**config.mk**
```make
export PLATFORM = sky130hd
export DESIGN_NAME = rtc_calendar_core
export DESIGN_NICKNAME = d
export VERILOG_FILES = /design/src/core/rtc_pkg.sv /design/src/core/rtc_calendar_core.sv /design/src/core/rtc_prescaler.sv /design/src/core/rtc_i2c_port.sv
export VERILOG_INCLUDE_DIRS = /design/src /design/src/core
export SDC_FILE = /design/constraint.sdc
export NUM_CORES = 1
export LEC_CHECK = 0
export BUFFER_PORTS_ARGS = -buffer_cell sky130_fd_sc_hd__buf_2
export CAP_MARGIN = 30
export CORE_MARGIN = 1
export CORE_UTILIZATION = 58
export DETAILED_ROUTE_END_ITERATION = 16
export PLACE_DENSITY = 0.77
export SETUP_SLACK_MARGIN = 0.4
export SLEW_MARGIN = 20
export SYNTH_ARGS = -nofsm -noshare
export SYNTH_HDL_FRONTEND = slang
export SYNTH_SLANG_ARGS = --single-unit
```
**constraint.sdc**
```tcl
create_clock -name clk_sys -period 2.9 [get_ports clk_sys]
set_clock_uncertainty 0.2 [all_clocks]
set_input_delay 0.58 -clock clk_sys [delete_from_list [all_inputs] [get_ports clk_sys]]
set_output_delay 0.58 -clock clk_sys [all_outputs]
set_load 0.1 [all_outputs]
```
**src/core/rtc_cfg.svh**
```systemverilog
`ifndef RTC_CFG_SVH
`define RTC_CFG_SVH
// Register offsets
`define ADR_CTRL1  4'h0
`define ADR_CTRL2  4'h1
`define ADR_SEC    4'h2
`define ADR_MIN    4'h3
`define ADR_HOUR   4'h4
`define ADR_DAY    4'h5
`define ADR_WDAY   4'h6
`define ADR_MON    4'h7
`define ADR_YEAR   4'h8
`define ADR_AMIN   4'h9
`define ADR_AHOUR  4'hA
`define ADR_ADAY   4'hB
`define ADR_AWDAY  4'hC
`define ADR_PROGRAMMABLE_FREQ_OUT 4'hD
`define ADR_TIMCTL 4'hE
`define ADR_TIMVAL 4'hF
// Seven-bit bus address, write form A2h and read form A3h
`define SLAVE_ADDR 7'h51
`define BYTE_BITS  4'h8
// Field positions
`define B_STOP  5
`define B_PULSE 4
`define B_AF    3
`define B_TF    2
`define B_AIE   1
`define B_TIE   0
`define B_TOP   7
// Reset values
`define RST_CTRL1  8'h08
`define RST_TOPSET 8'h80
`define RST_TIMCTL 8'h03
`define RST_ZERO   8'h00
`define PIN_IDLE   4'h3
// Implemented bits per register
`define MSK_CTRL1  8'hA8
`define MSK_CTRL2  8'h1F
`define MSK_MIN    8'h7F
`define MSK_HRDAY  8'h3F
`define MSK_WDAY   8'h07
`define MSK_MON    8'h9F
`define MSK_AHRDAY 8'hBF
`define MSK_AWDAY  8'h87
`define MSK_CTLSEL 8'h83
`define MSK_FULL   8'hFF
// Prescaler width and taps
`define DIV_W   15
`define TAP_4K  2
`define TAP_64  8
`define TAP_1K  4
`define TAP_32  9
`define TAP_1HZ 14
// Timing
`define SYS_PERIOD_NS 20
`define OSC_LOSS_NS   122000
`endif

```
**src/core/rtc_pkg.sv**
```systemverilog
package rtc_pkg;
  // Bus slave sequencer states
  typedef enum logic [2:0] {
    ST_IDLE  = 3'b000,
    ST_ADDR  = 3'b001,
    ST_WRITE = 3'b010,
    ST_READ  = 3'b011,
    ST_ACK   = 3'b100,
    ST_MACK  = 3'b101
  } i2c_state_t;

  // Register write request from the bus slave
  typedef struct packed {
    logic       en;
    logic [3:0] addr;
    logic [7:0] data;
  } reg_wr_t;
endpackage : rtc_pkg

```
**src/core/rtc_calendar_core.sv**
```systemverilog
`timescale 1ns/1ps
`include "rtc_cfg.svh"
module rtc_calendar_core
  import rtc_pkg::*;
#(
  parameter int OSC_LOSS_CYCLES = `OSC_LOSS_NS / `SYS_PERIOD_NS
) (
  // Clock and reset
  input  wire logic clk_sys,
  input  wire logic rst_n,
  // Two-wire bus pins
  input  wire logic scl,
  input  wire logic sdaIn,
  output logic      sdaOut,
  output logic      sdaOe,
  // Oscillator pins
  input  wire logic crystalIn,
  output logic      crystalOut,
  // Supply monitor
  input  wire logic supplyLow,
  // Open-drain outputs
  output logic      irqOut,
  output logic      irqOe,
  output logic      programmableFreqOut,
  output logic      programmableFreqOutOe
);
  localparam int LW = $clog2(OSC_LOSS_CYCLES + 1);

  logic [7:0]        regs [16];
  logic [3:0]        sy1, sy2, sy3, pinLvl;
  logic              oscQ, oscTick, oscLost;
  logic [LW-1:0]     lossCnt;
  logic [`DIV_W-1:0] divCount, carry;
  logic              busy, secPending, applyTick, minuteTick;
  reg_wr_t           wrReq;
  logic [3:0]        regPtr;
  logic [7:0]        rdData, timerCount;
  logic              timerFire, timerPulse, alarmHit, srcTick, freqLvl;
  logic [8:0]        stS, stM, stH, stD, stW, stMo, stY;
  logic              cM, cH, cD, cMo, cY;
  logic              af, tf, stop;

  // Implemented bits of each register
  function automatic logic [7:0] maskOf(input logic [3:0] a);
    case (a)
      `ADR_CTRL1:  maskOf = `MSK_CTRL1;
      `ADR_CTRL2:  maskOf = `MSK_CTRL2;
      `ADR_MIN:    maskOf = `MSK_MIN;
      `ADR_HOUR,
      `ADR_DAY:    maskOf = `MSK_HRDAY;
      `ADR_WDAY:   maskOf = `MSK_WDAY;
      `ADR_MON:    maskOf = `MSK_MON;
      `ADR_AHOUR,
      `ADR_ADAY:   maskOf = `MSK_AHRDAY;
      `ADR_AWDAY:  maskOf = `MSK_AWDAY;
      `ADR_PROGRAMMABLE_FREQ_OUT,
      `ADR_TIMCTL: maskOf = `MSK_CTLSEL;
      default:     maskOf = `MSK_FULL;
    endcase
  endfunction : maskOf

  // Value taken at reset, undefined fields come up zero
  function automatic logic [7:0] resetOf(input logic [3:0] a);
    case (a)
      `ADR_CTRL1:  resetOf = `RST_CTRL1;
      `ADR_SEC, `ADR_AMIN, `ADR_AHOUR, `ADR_ADAY, `ADR_AWDAY,
      `ADR_PROGRAMMABLE_FREQ_OUT: resetOf = `RST_TOPSET;
      `ADR_TIMCTL: resetOf = `RST_TIMCTL;
      default:     resetOf = `RST_ZERO;
    endcase
  endfunction : resetOf

  // One BCD count step, top bit flags the wrap
  function automatic logic [8:0] bcdStep(input logic [7:0] v,
                                         input logic [7:0] last,
                                         input logic [7:0] first);
    if (v == last) bcdStep = {1'b1, first};
    else if (v[3:0] == 4'h9) bcdStep = {1'b0, v[7:4] + 4'h1, 4'h0};
    else bcdStep = {1'b0, v[7:4], v[3:0] + 4'h1};
  endfunction : bcdStep

  // Last day of a BCD month, leap years every fourth year
  function automatic logic [7:0] lastDay(input logic [7:0] mon,
                                         input logic [7:0] yr);
    logic leap;
    leap = yr[4] ? (yr[3:0] == 4'h2 || yr[3:0] == 4'h6)
                 : (yr[3:0] == 4'h0 || yr[3:0] == 4'h4 || yr[3:0] == 4'h8);
    case (mon)
      8'h02:   lastDay = leap ? 8'h29 : 8'h28;
      8'h04, 8'h06, 8'h09, 8'h11: lastDay = 8'h30;
      default: lastDay = 8'h31;
    endcase
  endfunction : lastDay

  // Pin synchronisers, a level counts once stages two and three agree
  always_ff @(posedge clk_sys or negedge rst_n) begin
    if (!rst_n) begin
      sy1    <= `PIN_IDLE;
      sy2    <= `PIN_IDLE;
      sy3    <= `PIN_IDLE;
      pinLvl <= `PIN_IDLE;
    end else begin
      sy1 <= {supplyLow, crystalIn, sdaIn, scl};
      sy2 <= sy1;
      sy3 <= sy2;
      for (int i = 0; i < 4; i++) begin
        if (sy2[i] == sy3[i]) pinLvl[i] <= sy3[i];
      end
    end
  end

  // Crystal edge, inverter output and loss watchdog
  always_ff @(posedge clk_sys or negedge rst_n) begin
    if (!rst_n) begin
      oscQ       <= 1'b0;
      crystalOut <= 1'b1;
      lossCnt    <= LW'(OSC_LOSS_CYCLES); // Lost until a first edge
      oscLost    <= 1'b1;
    end else begin
      oscQ       <= pinLvl[2];
      crystalOut <= ~pinLvl[2];
      if (oscTick) lossCnt <= '0;
      else if (lossCnt != LW'(OSC_LOSS_CYCLES)) lossCnt <= lossCnt + LW'(1);
      oscLost <= (lossCnt == LW'(OSC_LOSS_CYCLES));
    end
  end
  assign oscTick = pinLvl[2] & ~oscQ;
  assign stop    = regs[`ADR_CTRL1][`B_STOP];

  rtc_prescaler #(.DIV_W(`DIV_W)) u_prescaler (
    .clk_sys  (clk_sys),
    .rst_n    (rst_n),
    .oscTick  (oscTick),
    .stopDiv  (stop),
    .divCount (divCount),
    .carry    (carry)
  );

  rtc_i2c_port u_bus (
    .clk_sys (clk_sys),
    .rst_n   (rst_n),
    .softRst (oscLost),
    .sclLvl  (pinLvl[0]),
    .sdaLvl  (pinLvl[1]),
    .sdaOut  (sdaOut),
    .sdaOe   (sdaOe),
    .busy    (busy),
    .wrReq   (wrReq),
    .regPtr  (regPtr),
    .rdData  (rdData)
  );

  // Read data, timer register shows the running count
  assign rdData = (regPtr == `ADR_TIMVAL) ? timerCount
                : regs[regPtr] & maskOf(regPtr);

  // Seconds tick held back while the bus is active
  always_ff @(posedge clk_sys or negedge rst_n) begin
    if (!rst_n) begin
      secPending <= 1'b0;
      minuteTick <= 1'b0;
    end else begin
      if (carry[`TAP_1HZ]) secPending <= 1'b1;
      else if (applyTick) secPending <= 1'b0;
      minuteTick <= applyTick & cM;
    end
  end
  assign applyTick = secPending & ~busy & ~stop;

  // Next calendar values
  assign stS  = bcdStep({1'b0, regs[`ADR_SEC][6:0]}, 8'h59, 8'h00);
  assign stM  = bcdStep({1'b0, regs[`ADR_MIN][6:0]}, 8'h59, 8'h00);
  assign stH  = bcdStep({2'b00, regs[`ADR_HOUR][5:0]}, 8'h23, 8'h00);
  assign stD  = bcdStep({2'b00, regs[`ADR_DAY][5:0]},
                        lastDay({3'b000, regs[`ADR_MON][4:0]},
                                regs[`ADR_YEAR]), 8'h01);
  assign stW  = bcdStep({5'h00, regs[`ADR_WDAY][2:0]}, 8'h06, 8'h00);
  assign stMo = bcdStep({3'b000, regs[`ADR_MON][4:0]}, 8'h12, 8'h01);
  assign stY  = bcdStep(regs[`ADR_YEAR], 8'h99, 8'h00);
  assign cM   = stS[8];
  assign cH   = cM & stM[8];
  assign cD   = cH & stH[8];
  assign cMo  = cD & stD[8];
  assign cY   = cMo & stMo[8];

  // Alarm compare after each minute step, AE bit low enables a field
  assign alarmHit = minuteTick & ~(&{regs[`ADR_AMIN][`B_TOP],
      regs[`ADR_AHOUR][`B_TOP], regs[`ADR_ADAY][`B_TOP],
      regs[`ADR_AWDAY][`B_TOP]})
    & (regs[`ADR_AMIN][`B_TOP]
       | (regs[`ADR_AMIN][6:0] == regs[`ADR_MIN][6:0]))
    & (regs[`ADR_AHOUR][`B_TOP]
       | (regs[`ADR_AHOUR][5:0] == regs[`ADR_HOUR][5:0]))
    & (regs[`ADR_ADAY][`B_TOP]
       | (regs[`ADR_ADAY][5:0] == regs[`ADR_DAY][5:0]))
    & (regs[`ADR_AWDAY][`B_TOP]
       | (regs[`ADR_AWDAY][2:0] == regs[`ADR_WDAY][2:0]));

  assign af = regs[`ADR_CTRL2][`B_AF];
  assign tf = regs[`ADR_CTRL2][`B_TF];

  // Register file: calendar steps, bus writes, sticky flags
  always_ff @(posedge clk_sys or negedge rst_n) begin
    if (!rst_n) begin
      for (int i = 0; i < 16; i++) regs[i] <= resetOf(4'(i));
    end else begin
      if (applyTick) begin
        regs[`ADR_SEC][6:0] <= stS[6:0];
        if (cM) regs[`ADR_MIN] <= stM[7:0];
        if (cH) regs[`ADR_HOUR] <= stH[7:0];
        if (cD) regs[`ADR_DAY] <= stD[7:0];
        if (cD) regs[`ADR_WDAY] <= stW[7:0];
        if (cMo) regs[`ADR_MON][4:0] <= stMo[4:0];
        if (cY) regs[`ADR_YEAR] <= stY[7:0];
        if (cY && stY[8])
          regs[`ADR_MON][`B_TOP] <= ~regs[`ADR_MON][`B_TOP];
      end
      if (wrReq.en)
        regs[wrReq.addr] <= wrReq.data & maskOf(wrReq.addr);
      if (pinLvl[3]) regs[`ADR_SEC][`B_TOP] <= 1'b1;
      // Writing one keeps a flag, zero clears it, a new event wins
      regs[`ADR_CTRL2][`B_AF] <= (af & ~(wrReq.en
        && wrReq.addr == `ADR_CTRL2 && !wrReq.data[`B_AF])) | alarmHit;
      regs[`ADR_CTRL2][`B_TF] <= (tf & ~(wrReq.en
        && wrReq.addr == `ADR_CTRL2 && !wrReq.data[`B_TF])) | timerFire;
    end
  end

  // Countdown source select
  always_comb begin
    case (regs[`ADR_TIMCTL][1:0])
      2'h0:    srcTick = carry[`TAP_4K];
      2'h1:    srcTick = carry[`TAP_64];
      2'h2:    srcTick = carry[`TAP_1HZ];
      default: srcTick = minuteTick;
    endcase
  end

  // Countdown, reloads from the timer register when it runs out
  always_ff @(posedge clk_sys or negedge rst_n) begin
    if (!rst_n) begin
      timerCount <= 8'h00;
      timerFire  <= 1'b0;
      timerPulse <= 1'b0;
    end else begin
      timerFire <= 1'b0;
      if (wrReq.en && wrReq.addr == `ADR_TIMVAL) begin
        timerCount <= wrReq.data;
      end else if (regs[`ADR_TIMCTL][`B_TOP] && srcTick
                   && timerCount != 8'h00) begin
        if (timerCount == 8'h01) begin
          timerCount <= regs[`ADR_TIMVAL];
          timerFire  <= 1'b1;
        end else begin
          timerCount <= timerCount - 8'h01;
        end
      end
      if (timerFire) timerPulse <= 1'b1;
      else if (carry[`TAP_4K]) timerPulse <= 1'b0;
    end
  end

  // Clock output tap selection
  always_comb begin
    case (regs[`ADR_PROGRAMMABLE_FREQ_OUT][1:0])
      2'h0:    freqLvl = pinLvl[2];
      2'h1:    freqLvl = divCount[`TAP_1K];
      2'h2:    freqLvl = divCount[`TAP_32];
      default: freqLvl = divCount[`TAP_1HZ];
    endcase
  end

  // Open-drain drives: enable pulls the pin low
  always_ff @(posedge clk_sys or negedge rst_n) begin
    if (!rst_n) begin
      irqOe                 <= 1'b0;
      programmableFreqOutOe <= 1'b0;
    end else begin
      irqOe <= (af & regs[`ADR_CTRL2][`B_AIE])
             | (regs[`ADR_CTRL2][`B_TIE]
                & (regs[`ADR_CTRL2][`B_PULSE] ? timerPulse : tf));
      programmableFreqOutOe <= regs[`ADR_PROGRAMMABLE_FREQ_OUT][`B_TOP] & ~freqLvl;
    end
  end
  assign irqOut              = 1'b0;
  assign programmableFreqOut = 1'b0;
endmodule : rtc_calendar_core

```
**src/core/rtc_prescaler.sv**
```systemverilog
`timescale 1ns/1ps
module rtc_prescaler
  import rtc_pkg::*;
#(
  parameter int DIV_W = 15
) (
  // Clock and reset
  input  wire logic             clk_sys,
  input  wire logic             rst_n,
  // Oscillator edge and stop control
  input  wire logic             oscTick,
  input  wire logic             stopDiv,
  // Divider state and per-stage carries
  output logic [DIV_W-1:0]      divCount,
  output logic [DIV_W-1:0]      carry
);
  // Ripple count of oscillator edges, cleared while stopped
  always_ff @(posedge clk_sys or negedge rst_n) begin
    if (!rst_n) begin
      divCount <= '0;
    end else if (stopDiv) begin
      divCount <= '0;
    end else if (oscTick) begin
      divCount <= divCount + DIV_W'(1);
    end
  end

  // Stage k carries when it and all lower stages are at one
  genvar k;
  for (k = 0; k < DIV_W; k++) begin : g_carry
    assign carry[k] = oscTick & ~stopDiv & (&divCount[k:0]);
  end
endmodule : rtc_prescaler

```
**src/core/rtc_i2c_port.sv**
```systemverilog
`timescale 1ns/1ps
`include "rtc_cfg.svh"
module rtc_i2c_port
  import rtc_pkg::*;
(
  // Clock and reset
  input  wire logic       clk_sys,
  input  wire logic       rst_n,
  input  wire logic       softRst,
  // Filtered pin levels and data drive
  input  wire logic       sclLvl,
  input  wire logic       sdaLvl,
  output logic            sdaOut,
  output logic            sdaOe,
  // Register side
  output logic            busy,
  output reg_wr_t         wrReq,
  output logic [3:0]      regPtr,
  input  wire logic [7:0] rdData
);
  i2c_state_t state;
  logic       sclQ;
  logic       sdaQ;
  logic       isRead;
  logic       firstByte;
  logic [3:0] bitCnt;
  logic [7:0] shift;
  logic       sclRise;
  logic       sclFall;
  logic       startCond;
  logic       stopCond;
  logic       byteDone;
  logic       addrHit;

  // Bus events from the previous levels
  assign sclRise   = sclLvl & ~sclQ;
  assign sclFall   = ~sclLvl & sclQ;
  assign startCond = sclLvl & sclQ & sdaQ & ~sdaLvl;
  assign stopCond  = sclLvl & sclQ & ~sdaQ & sdaLvl;
  assign byteDone  = sclFall && (bitCnt == `BYTE_BITS);
  assign addrHit   = (shift[7:1] == `SLAVE_ADDR);
  assign sdaOut    = 1'b0; // Open drain, only the enable moves

  // Level history
  always_ff @(posedge clk_sys or negedge rst_n) begin
    if (!rst_n) begin
      sclQ <= 1'b1;
      sdaQ <= 1'b1;
    end else begin
      sclQ <= sclLvl;
      sdaQ <= sdaLvl;
    end
  end

  // Bit sequencer
  always_ff @(posedge clk_sys or negedge rst_n) begin
    if (!rst_n) begin
      state     <= ST_IDLE;
      bitCnt    <= 4'h0;
      shift     <= 8'h00;
      isRead    <= 1'b0;
      firstByte <= 1'b0;
      sdaOe     <= 1'b0;
      busy      <= 1'b0;
    end else if (softRst || stopCond) begin
      state <= ST_IDLE;
      sdaOe <= 1'b0;
      busy  <= 1'b0;
    end else if (startCond) begin
      state     <= ST_ADDR;
      bitCnt    <= 4'h0;
      sdaOe     <= 1'b0;
      busy      <= 1'b1;
      firstByte <= 1'b1;
    end else begin
      case (state)
        ST_ADDR, ST_WRITE: begin
          if (sclRise) begin
            shift  <= {shift[6:0], sdaLvl};
            bitCnt <= bitCnt + 4'h1;
          end else if (byteDone) begin
            bitCnt <= 4'h0;
            if (state == ST_WRITE || addrHit) begin
              sdaOe <= 1'b1;
              state <= ST_ACK;
            end else begin
              state <= ST_IDLE;
              busy  <= 1'b0;
            end
            if (state == ST_ADDR) isRead <= shift[0];
            else firstByte <= 1'b0;
          end
        end
        ST_ACK: begin
          if (sclFall && isRead) begin
            sdaOe  <= ~rdData[7];
            shift  <= {rdData[6:0], 1'b0};
            bitCnt <= 4'h1;
            state  <= ST_READ;
          end else if (sclFall) begin
            sdaOe <= 1'b0;
            state <= ST_WRITE;
          end
        end
        ST_READ: begin
          if (byteDone) begin
            sdaOe <= 1'b0;
            state <= ST_MACK;
          end else if (sclFall) begin
            sdaOe  <= ~shift[7];
            shift  <= {shift[6:0], 1'b0};
            bitCnt <= bitCnt + 4'h1;
          end
        end
        ST_MACK: begin
          if (sclRise) state <= sdaLvl ? ST_IDLE : ST_ACK;
        end
        default: state <= ST_IDLE;
      endcase
    end
  end

  // Word pointer and register writes
  always_ff @(posedge clk_sys or negedge rst_n) begin
    if (!rst_n) begin
      regPtr <= 4'h0;
      wrReq  <= '0;
    end else begin
      wrReq.en <= 1'b0;
      if (softRst) begin
        regPtr <= 4'h0;
      end else if (byteDone && state == ST_WRITE) begin
        if (firstByte) begin
          regPtr <= shift[3:0];
        end else begin
          wrReq  <= '{en: 1'b1, addr: regPtr, data: shift};
          regPtr <= regPtr + 4'h1;
        end
      end else if (byteDone && state == ST_READ) begin
        regPtr <= regPtr + 4'h1;
      end
    end
  end
endmodule : rtc_i2c_port

```
==> results of run 1 <==
## logic make-up (layout without fill, tap and decap cells)
logic type	count (synthesis)	after routing
AO/OA/AOI/OAI	283	283
adder cells (fa/ha/maj)	38	38
other	1	3
flip-flops	214	214
multiplexers	80	80
buffers and inverters	114	208
AND/OR/NAND/NOR	458	458
XOR/XNOR	49	49
## power groups by stage
stage	clock (mW)	sequential (mW)	combinational, mW
floorplan	0	3.34	0.315
global placement	0	3.38	0.462
global route	3.35	3.37	0.633
finish	3.19	3.35	0.566
detailed placement	0	3.38	0.480
CTS	3.22	3.33	0.525
## final cells by class
cell class	instances	area share, %
Clock buffer	38	5.47
Sequential cell	214	38.1
Timing Repair Buffer	125	7.31
Multi-Input combinational cell	911	45.2
Inverter	37	0.982
Clock inverter	8	0.531
Tap cell	270	2.39
## worst paths after layout
| kind | cells past startpoint | endpoint | slack [ns] |
|---|---|---|---|
| max | 7 | regs[62] | 0.18 |
| min | 0 | sy2[3] | 0.15 |
| max reg2reg | 7 | regs[62] | 0.18 |
| min reg2reg | 0 | sy2[3] | 0.15 |
| max in group asynchronous | 3 | regs[9] | 1.31 |
| min in group asynchronous | 2 | regs[65] | 0.42 |
## cells in the mapped netlist (28+ instances only)
| cell type | n |
|---|---|
| dfrtp_1 | 185 |
| nand2_1 | 166 |
| o21ai_0 | 123 |
| nor2_1 | 87 |
| clkbuf_1 | 54 |
| a21oi_1 | 51 |
| nand3_1 | 50 |
| inv_1 | 36 |
| ha_1 | 34 |
| dfstp_2 | 29 |
| mux2i_1 | 29 |
| mux4_2 | 29 |
| nor3_1 | 28 |
| xor2_1 | 28 |
## metal layers
| layer | vias up | share of wire (%) | track usage [%] |
|---|---|---|---|
| met4 | 0 | 4.7 | 14.5 |
| met2 | 502 | 46 | 50.5 |
| met1 | 5029 | 40 | 44.8 |
| met3 | 118 | 8.7 | 5.25 |
| met5 | - | 0 | 0 |
| li1 | 4591 | - | - |
## placed cells by master (no fill, tap or decap), types with 8 or more instances in the layout
cell type	n
a211oi_1	12
a21oi_1	49
a31oi_1	13
and2_1	10
and3_1	8
buf_2	10
buf_4	96
clkbuf_16	25
clkbuf_8	10
dfrtp_1	181
dfstp_2	29
ha_1	28
inv_1	34
mux2_2	20
mux2i_1	28
mux4_2	29
nand2_1	164
nand2b_1	9
nand3_1	49
nand4_1	15
nor2_1	82
nor2b_1	16
nor3_1	24
nor3b_1	8
o21ai_0	110
o21ai_1	13
o22ai_1	10
xnor2_1	21
xor2_1	28
## state kept, by name, summed over array words and instances (netlist names), 3 cells and up
name / count
regs: 114
u_bus.state: 3
u_prescaler.divCount: 15
sy3: 4
timerCount: 8
pinLvl: 4
sy2: 4
u_bus.wrReq: 13
sy1: 4
u_bus.bitCnt: 4
lossCnt: 13
u_bus.regPtr: 4
u_bus.shift: 8
## worst max-delay path, cell delays in order (launching register included)
cell     delay [ns]
dfrtp_2        0.44
ha_4           0.16
nand4_1        0.17
nor4_4         0.45
nand4_1        0.13
or4_4          0.60
o41a_1         0.32
a22oi_1        0.16
## stage by stage
stage | total power [mW] | cell area, µm² | std cells | setup slack, ns | hold WS, ns
finish | 7.11 | 14100 | 1603 | 0.176 | 0.147
global placement | 3.84 | 12800 | 1523 | 0.180 | 0.137
floorplan | 3.65 | 12100 | 1239 | 0.146 | 0.0844
CTS | 7.07 | 13800 | 1588 | 0.279 | 0.150
global route | 7.36 | 14100 | 1603 | 0.0866 | 0.155
detailed placement | 3.86 | 12800 | 1523 | 0.0960 | 0.136
## timing repair
item,in CTS,in global routing
buffers inserted,13,15
resized for setup,18,58
endpoints found under the setup margin,26,44
hold buffers,5,0
cloned,1,0
pin swaps,17,13
hold endpoints to repair,62,0
==> out/results.ini, run 1 <==
[yosys]
synth_compound_area_share_pct = 14.4
synth_fa_ha_area_share_pct = 3.86
syn_avg_cell_area_um2 = 9.74
synth_xor_xnor_area_share_pct = 3.56
synth-edff-count = 0
synth_seq_cells = 214
async_flop_share_pct = 100
synth_area_mm2 = 0.0120
synth_warnings = 0
synthMuxAreaShare_pct = 10.0
synthSimpleGateAreaFrac_pct = 19.0
yosys_most_used_dff = dfrtp_1
yosys.area.top_type = dfrtp_1
synthTopCellsByArea = dfrtp_1 38%, dfstp_2 6.3%, mux4_2 5.4%, nand2_1 5.2%, o21ai_0 5.1%
netlist.area_leader.share_pct = 38.4
synth_cell_types = 91
syn_inst = 1237
synth_top_family_by_area = simple AND/OR/NAND/NOR gates
synth_seq_area_share_pct = 44.8

[die]
core_area_mm2 = 0.0203
start_util_pct = 59.3
die_y_um = 146
die_area_mm2 = 0.0213
pin_count = 13
rows = 52
chipWidth_um = 146

[drt]
dr.pass1.iters = 7
vias = 10240
route.detailed.drc = 0
detail_route.iter0.violations = 1050
wl_per_cell_um = 21.3
wl_um = 34200
via_per_inst = 6.39
ant_nets = 0

[finish]
multiInputGateArea_mm2 = 0.00639
ff_latch_area_mm2 = 0.00540
final_util_pct = 69.7
final_layout_size_suffix_gt1_share_pct = 23.3
antenna_cells = 0
area_delta_synth_final_pct = 17.5
nNetsFinal = 1354
n_fill_cell = 1505

[critical_path]
end_kind = flip-flop
cp_max_fo = 5
startpoint = regs[108]
start_kind = flip-flop
cp.required_ns = 3.13
r2r_start = regs[108]
critPathArrivalTime_ns = 2.95
crit_type = flip-flop to flip-flop

[pwr]
ir_worst_vdd_mv = 0.524
powerDensity_mw_per_mm2 = 502
combPwrFrac_pct = 8.0
pwr-share-clk_pct = 44.8
sw_frac_of_total_pct = 25.0
p_seq_share_pct = 47.2
intPower_mw = 5.33
p_sw_mw = 1.78
p_leak_nw = 6.19

[timing]
layout_min_cycle_time_ns = 2.72
final.setup.tns_ns = 0
hold_violations = 0
setup_violations = 0
fmax_mhz = 367
rsz0062_at_grt = true
period_share_pct = 93.9
worst_pin_slew_ns = 0.696
slew_viol_final = 0
relSlewSlack_pct = 53.5

[global_route]
grt_pass1_wl_um = 53900
antenna_found_initial = 0
grt_usage_pct = 32.3
grt-ovfl-total = 0
grt_pass1_vias = 9783
grt_max_degree = 70

[job]
cap_violations = 0

[outcome]
outcome = completed

[clock_network]
htreeDepth = 1
cts_tree = built
cts_sinks = 214
root_buffer = clkbuf_16
cts_inserted_buffers = 25
insertion_delay_ns = 0.53
clk_pin_slew_ns = 0.06
cts_buffer_depth = 3

[placement]
gp_congestion = 0.945
hpwl_um = 23900
port_buffers = 9

[hold_path]
min_path_type = flip-flop to flip-flop
worstHoldStart = sy1[3]

No activity file was read; power rests on OpenSTA's default activity.
==> inputs of run 2 (changes only) <==
--- a/config.mk
+++ b/config.mk
@@ -9,9 +9,9 @@
 export BUFFER_PORTS_ARGS = -buffer_cell sky130_fd_sc_hd__buf_2
 export CAP_MARGIN = 30
 export CORE_MARGIN = 1
-export CORE_UTILIZATION = 58
+export CORE_UTILIZATION = 69
 export DETAILED_ROUTE_END_ITERATION = 16
-export PLACE_DENSITY = 0.77
+export PLACE_DENSITY = 0.86
 export SETUP_SLACK_MARGIN = 0.4
 export SLEW_MARGIN = 20
 export SYNTH_ARGS = -nofsm -noshare
==> constraint.sdc (replaced) <==
create_clock -name clk_sys -period 3.15 [get_ports clk_sys]
set_clock_uncertainty 0.2 [all_clocks]
set_input_delay 0.63 -clock clk_sys [delete_from_list [all_inputs] [get_ports clk_sys]]
set_output_delay 0.63 -clock clk_sys [all_outputs]
set_load 0.1 [all_outputs]
==> run 2 against run 1 <==
  * Die area down 16%
  * Register-to-register slack gained 0.17 ns
  * Total power decreased by 11%
  * Combinational power decreased by 25%
  * Via count grew 0.43%
  * Global-route usage is 6.3 points higher
  * First-iteration DRC count increased by 24%
  * Sequential cell count stayed put
  * Sequential share of layout area grew 2.1 points
  * Utilization up 10 points
==> out/results.ini, run 2 (same netlist as run 1, synthesis figures left out) <==
[clock_network]
cts_buffer_depth = 3  ; unchanged
insertion_delay_ns = 0.52  ; about the same
cts_inserted_buffers = 23  ; -8.0%
cts_tree = built
clk_pin_slew_ns = 0.06  ; about the same
cts_sinks = 214  ; unchanged
root_buffer = clkbuf_16
htreeDepth = 1  ; unchanged

[timing]
hold_violations = 0  ; unchanged
fmax_mhz = 357  ; -2.7%
setup_violations = 0  ; unchanged
layout_min_cycle_time_ns = 2.80  ; +0.0755 ns
final.setup.tns_ns = 0  ; unchanged
period_share_pct = 88.9  ; -5.1 points
slew_viol_final = 0  ; unchanged
rsz0062_at_grt = true
worst_pin_slew_ns = 0.843  ; +0.147 ns
relSlewSlack_pct = 43.8  ; -9.7 points

[finish]
nNetsFinal = 1302  ; -3.8%
final_layout_size_suffix_gt1_share_pct = 18.0  ; -5.3 points
layout_common_cells = 180 x dfrtp_1, 165 x nand2_1, 121 x o21ai_0
fin_area_mm2 = 0.0134  ; -5.3%
final_common_cell = dfrtp_1
n_fill_cell = 1039  ; -31%
largest_register_ffs = 114  ; unchanged
antenna_cells = 0  ; unchanged
regMostFlops = regs
multiInputGateArea_mm2 = 0.00623  ; -2.6%
ff_latch_area_mm2 = 0.00540  ; about the same
area_delta_synth_final_pct = 11.3
top_regs = regs: 114 flops, u_prescaler.divCount: 15 flops

[critical_path]
cpMaxStageDelayCell = or4b_4
crit_buf_inv = 2  ; +2
crit_type = flip-flop to flip-flop
end_kind = flip-flop
critPathArrivalTime_ns = 3.02  ; +0.07 ns
cp.required_ns = 3.37  ; +0.24 ns
start_kind = flip-flop
path_delay_family = simple AND/OR/NAND/NOR gates
cp_max_fo = 4  ; -1
critPathMaxStageDelay_ns = 0.53  ; -0.07 ns
path_cells = buf_6 > or4b_4 > nor4_4 > nand4_1 > nor4_2 > buf_4 > mux2_4 > o211ai_1

[pwr]
p_seq_share_pct = 48.8  ; +1.6 points
p_leak_nw = 5.83  ; -5.7%
ir_worst_vdd_mv = 0.460  ; -12%
sw_frac_of_total_pct = 24.6  ; -0.37 points
pwr-share-clk_pct = 44.5  ; -0.3 points
p_sw_mw = 1.56  ; -12%
powerDensity_mw_per_mm2 = 471  ; -6.2%
combPwrFrac_pct = 6.7  ; -1.3 points
intPower_mw = 4.76  ; -11%

[die]
rows = 47  ; -9.6%
start_util_pct = 71.6  ; +12 points
die_y_um = 134  ; -8.2%
pin_count = 13  ; unchanged
core_area_mm2 = 0.0168  ; -17%
die_area_mm2 = 0.0180  ; -16%
chipWidth_um = 134  ; -8.2%

[global_route]
grt_pass1_wl_um = 53100  ; -1.4%
antenna_found_initial = 0  ; unchanged
grt_usage_pct = 38.6  ; +6.3 points
grt-ovfl-total = 0  ; unchanged
grt_pass1_vias = 9727  ; -0.57%
grt_max_degree = 65  ; -7.1%

[drt]
vias = 10284  ; +0.43%
wl_um = 33700  ; -1.4%
route.detailed.drc = 0  ; unchanged
wl_per_cell_um = 22.5  ; +5.4%
via_per_inst = 6.86  ; +7.4%
detail_route.iter0.violations = 1303  ; +24%
ant_nets = 0  ; unchanged
dr.pass1.iters = 6  ; -1

[placement]
dpl-instance-area_mm2 = 0.0124  ; -2.8%
port_buffers = 9  ; unchanged
gp_congestion = 1.01  ; +6.9%
hpwl_um = 23100  ; -3.4%

[outcome]
outcome = completed

[hold_path]
min_path_type = input pin to flip-flop

[job]
cap_violations = 0  ; unchanged

[run 2: cell count changes in the layout (fill, tap and decap cells not counted), moves of 4 or more]
cell	before	now
ha_4	4	0
clkbuf_1	3	8
o21ai_0	110	121
buf_12	6	2
clkbuf_8	10	4
buf_4	96	59
buf_6	7	2
o21ai_1	13	3
ha_1	28	33
nor2_1	82	86
[run 2: what timing repair did]
| action | 4_1_cts | 5_1_grt |
|---|---|---|
| cloned | 0 | 1 |
| endpoints found under the setup margin | 13 | 29 |
| setup buffers | 1 | 11 |
| gates resized for setup | 4 | 24 |
| pin swaps | 3 | 11 |
| hold buffers | 2 | 0 |
| hold endpoints to repair | 56 | 0 |
[run 2: power by group through the flow]
stage / logic (mW) / registers [mW] / clock network, mW
6_report: 0.423 / 3.09 / 2.81
5_1_grt: 0.478 / 3.10 / 2.93
4_1_cts: 0.425 / 3.08 / 2.82
3_5_place_dp: 0.420 / 3.12 / 0
3_3_place_gp: 0.395 / 3.12 / 0
2_1_floorplan: 0.290 / 3.07 / 0
[run 2: path summary, 6_finish.rpt]
| kind | start | slack, ns | end | cells past startpoint |
|---|---|---|---|---|
| hold / removal | scl | 0.02 | sy1[0] | 1 |
| max in group asynchronous | rst_n | 1.51 | sy3[1] | 3 |
| setup reg to reg | regs[106] | 0.35 | regs[59] | 8 |
| hold reg to reg | sy1[3] | 0.15 | sy2[3] | 0 |
| setup / recovery | regs[106] | 0.35 | regs[59] | 8 |
| min in group asynchronous | rst_n | 0.44 | regs[84] | 2 |
[run 2: final cells by class]
type	instances	area share, %
multi-input combinational	911	46.4
sequential	214	40.3
clock buffer	35	4.93
timing repair buffer	75	4.42
tap	220	2.05
inverter	37	1.04
clock inverter	7	0.849
[run 2: worst register-to-register path: stages (launching register included)]
cell,delay [ns]
dfrtp_1,0.39
buf_6,0.13
or4b_4,0.53
nor4_4,0.43
nand4_1,0.19
nor4_2,0.25
buf_4,0.19
mux2_4,0.30
o211ai_1,0.09
[run 2: metal layers]
metal  part of all wire [%]  up-vias  wire length [µm]  global-route usage, %
li1                       -     4488                 -                      -
met1                     38     4962             12900                   53.0
met2                     44      659             15000                   58.5
met3                     11      175              3830                   8.16
met4                    6.0        0              2010                   19.6
met5                      0        -                 0                      0
[run 2: metrics by stage]
step / setup WS, ns / std cells / total power [mW] / hold WS, ns / util [%]
after CTS: 0.361 / 1487 / 6.32 / 0.0123 / 78.7
after floorplan: 0.396 / 1239 / 3.36 / 0.131 / -
after global placement: 0.204 / 1442 / 3.51 / 0.134 / 73.8
after detailed placement: 0.133 / 1442 / 3.54 / 0.136 / 73.8
after global routing: 0.262 / 1499 / 6.51 / 0.00886 / 79.7
final: 0.351 / 1499 / 6.32 / 0.0165 / 79.7
==> inputs of run 3 (changes only) <==
--- a/config.mk
+++ b/config.mk
@@ -9,11 +9,14 @@
 export BUFFER_PORTS_ARGS = -buffer_cell sky130_fd_sc_hd__buf_2
 export CAP_MARGIN = 30
 export CORE_MARGIN = 1
-export CORE_UTILIZATION = 69
+export CORE_UTILIZATION = 68
+export CTS_BUF_LIST = sky130_fd_sc_hd__clkbuf_8 sky130_fd_sc_hd__clkbuf_16
 export DETAILED_ROUTE_END_ITERATION = 16
-export PLACE_DENSITY = 0.86
+export PLACE_DENSITY = 0.85
+export RECOVER_POWER = 25
 export SETUP_SLACK_MARGIN = 0.4
 export SLEW_MARGIN = 20
 export SYNTH_ARGS = -nofsm -noshare
 export SYNTH_HDL_FRONTEND = slang
+export SYNTH_HIERARCHICAL = 1
 export SYNTH_SLANG_ARGS = --single-unit
==> run 3 against run 2 <==
  * Sequential power shrank 5%
  * Routed wire length shrank 7.3%
  * Final cell count shrank 4.4%
  * Worst setup slack gained 0.077 ns
  * Worst hold slack lost 0.0054 ns
  * Critical path type unchanged
  * Critical endpoint is now timerCount[0]
  * Largest cell class unchanged
==> out/results.ini, run 3 <==
[timing]
layout_min_cycle_time_ns = 2.72  ; -0.0771 ns
fmax_mhz = 367  ; +2.8%
relSlewSlack_pct = 6.00  ; -38 points
setup_violations = 0  ; unchanged
period_share_pct = 86.4  ; -2.4 points
final.setup.tns_ns = 0  ; unchanged
rsz0062_at_grt = true
slew_viol_final = 0  ; unchanged
worst_pin_slew_ns = 1.41  ; +0.567 ns
hold_slack_ns = 0.0111  ; -0.00543 ns
hold_violations = 0  ; unchanged

[critical_path]
crit_buf_inv = 1  ; -1
start_kind = flip-flop
cp_max_fo = 9  ; +5
r2r-end = timerCount[0]
reg2reg_depth = 9  ; +1
cp.required_ns = 3.39  ; +0.02 ns
cp_num_cells = 9  ; +1
crit_type = flip-flop to flip-flop
rrSetupSlack_ns = 0.43  ; +0.08 ns
critPathCapture = timerCount[0]
r2r_start = pinLvl[2]
cpMaxStageDelayCell = or4_4
critPathMaxStageDelay_ns = 0.46  ; -0.07 ns
path_cells = inv_1 > nor2_1 > nand2_2 > or4_4 > nor4_4 > mux4_2 > nand3_4 > o311a_1 > a21oi_1
startpoint = pinLvl[2]
end_kind = flip-flop
critPathArrivalTime_ns = 2.96  ; -0.06 ns
path_delay_family = simple AND/OR/NAND/NOR gates

[placement]
dpl-instance-area_mm2 = 0.0119  ; -4.1%
dp.cells = 1382  ; -4.2%
gp_congestion = 1.02  ; +0.85%
port_buffers = 9  ; unchanged
hpwl_um = 20800  ; -10%

[yosys]
syn_avg_cell_area_um2 = 9.72  ; -0.21%
synth_warnings = 6  ; +6
synth_area_mm2 = 0.0116  ; -3.4%
syn_inst = 1197  ; -3.2%

[pwr]
p_leak_nw = 5.65  ; -3.2%
powerDensity_mw_per_mm2 = 483  ; +2.5%
ir_worst_vdd_mv = 0.460  ; +0.13%
finalPower_mw = 6.19  ; -2.0%

[finish]
stdcell_count = 1433  ; -4.4%
antenna_cells = 0  ; unchanged
fin_area_mm2 = 0.0128  ; -4.4%
largest_register_ffs = 103  ; -9.6%
top_regs = regs: 103 flops, u_prescaler/divCount: 15 flops
area_delta_synth_final_pct = 10.2
final_layout_size_suffix_gt1_share_pct = 16.9  ; -1.1 points
layout_common_cells = 169 x dfrtp_1, 136 x nand2_1, 104 x o21ai_0
regMostFlops = regs
final_common_cell = dfrtp_1
nNetsFinal = 1238  ; -4.9%

[hold_path]
min_path_type = input pin to flip-flop

[die]
core_area_mm2 = 0.0166  ; -1.0%
pin_count = 13  ; unchanged
die_y_um = 133  ; -1.0%
rows = 47  ; unchanged
chipWidth_um = 133  ; -1.0%
die_area_mm2 = 0.0176  ; -2.0%
start_util_pct = 69.9  ; -1.7 points

[drt]
route.detailed.drc = 0  ; unchanged
detail_route.iter0.violations = 1096  ; -16%
vias = 9731  ; -5.4%
wl_per_cell_um = 21.8  ; -3.0%
via_per_inst = 6.79  ; -1.0%
wl_um = 31300  ; -7.3%
dr.pass1.iters = 8  ; +2
ant_nets = 0  ; unchanged

[global_route]
grt_pass1_wl_um = 50500  ; -4.9%
antenna_found_initial = 0  ; unchanged
grt_max_degree = 62  ; -4.6%
grt-ovfl-total = 0  ; unchanged
grt_usage_pct = 36.6  ; -2.0 points
grt_pass1_vias = 9280  ; -4.6%

[clock_network]
cts_buffer_depth = 3  ; unchanged
cts_inserted_buffers = 23  ; unchanged
cts_tree = built
clk_pin_slew_ns = 0.06  ; about the same
htreeDepth = 1  ; unchanged
insertion_delay_ns = 0.52  ; about the same
cts_sinks = 203  ; -5.1%
root_buffer = clkbuf_16

[job]
cap_violations = 0  ; unchanged

[outcome]
outcome = completed

==> run 3: layout make-up <==
| type | count | area (µm²) |
|---|---|---|
| Sequential cell | 203 | 5120 |
| Multi-Input combinational cell | 883 | 6100 |
| Fill cell | 1088 | 3820 |
| Timing Repair Buffer | 49 | 388 |
| Inverter | 37 | 139 |
| Clock buffer | 29 | 658 |
| Clock inverter | 12 | 134 |
| Tap cell | 220 | 275 |
==> run 3: worst min-delay path by stage <==
stage | startpoint | to | slack [ns] | depth (start not counted)
2_1_floorplan | rst_n | af | 0.13 | 0
3_3_place_gp | sy1[3] | sy2[3] | 0.13 | 0
3_5_place_dp | sy1[3] | sy2[3] | 0.14 | 0
4_1_cts | sdaIn | sy1[1] | 0.004 | 1
5_1_grt | sdaIn | sy1[1] | 0.0009 | 1
6_report | sdaIn | sy1[1] | 0.01 | 1
==> run 3: through the flow <==
| stage | worst slack, ns | util (%) |
|---|---|---|
| floorplan | 0.418 | - |
| global placement | 0.319 | 71.5 |
| detailed placement | 0.275 | 71.5 |
| CTS | 0.404 | 76.5 |
| global route | 0.257 | 77.0 |
| finish | 0.428 | 77.0 |
==> run 3: metal layers <==
| metal | GRT usage, % | share of wire [%] |
|---|---|---|
| met5 | 0 | 0 |
| met4 | 20.5 | 6.0 |
| met3 | 6.59 | 9.9 |
| met2 | 55.8 | 45 |
| met1 | 49.9 | 39 |
==> run 3: worst register-to-register path: stages, from the launching register on <==
cell,delay (ns)
dfrtp_1,0.41
inv_1,0.07
nor2_1,0.25
nand2_2,0.10
or4_4,0.46
nor4_4,0.17
mux4_2,0.34
nand3_4,0.16
o311a_1,0.38
a21oi_1,0.11
==> run 3: timing repair <==
item                                    in CTS  in global routing
setup buffers                                2                  4
endpoints found under the hold margin       46                  0
hold buffers                                 2                  0
endpoints found under the setup margin      11                 22
gates resized for setup                      5                 13
gates cloned                                 0                  2
pin swaps                                    1                  6
==> run 3: power breakdown <==
part           leakage (nW)  total, mW  internal [mW]  switching (mW)
combinational          2.57      0.454          0.186           0.268
clock                 0.410       2.79           1.71            1.08
sequential             2.67       2.95           2.76           0.190
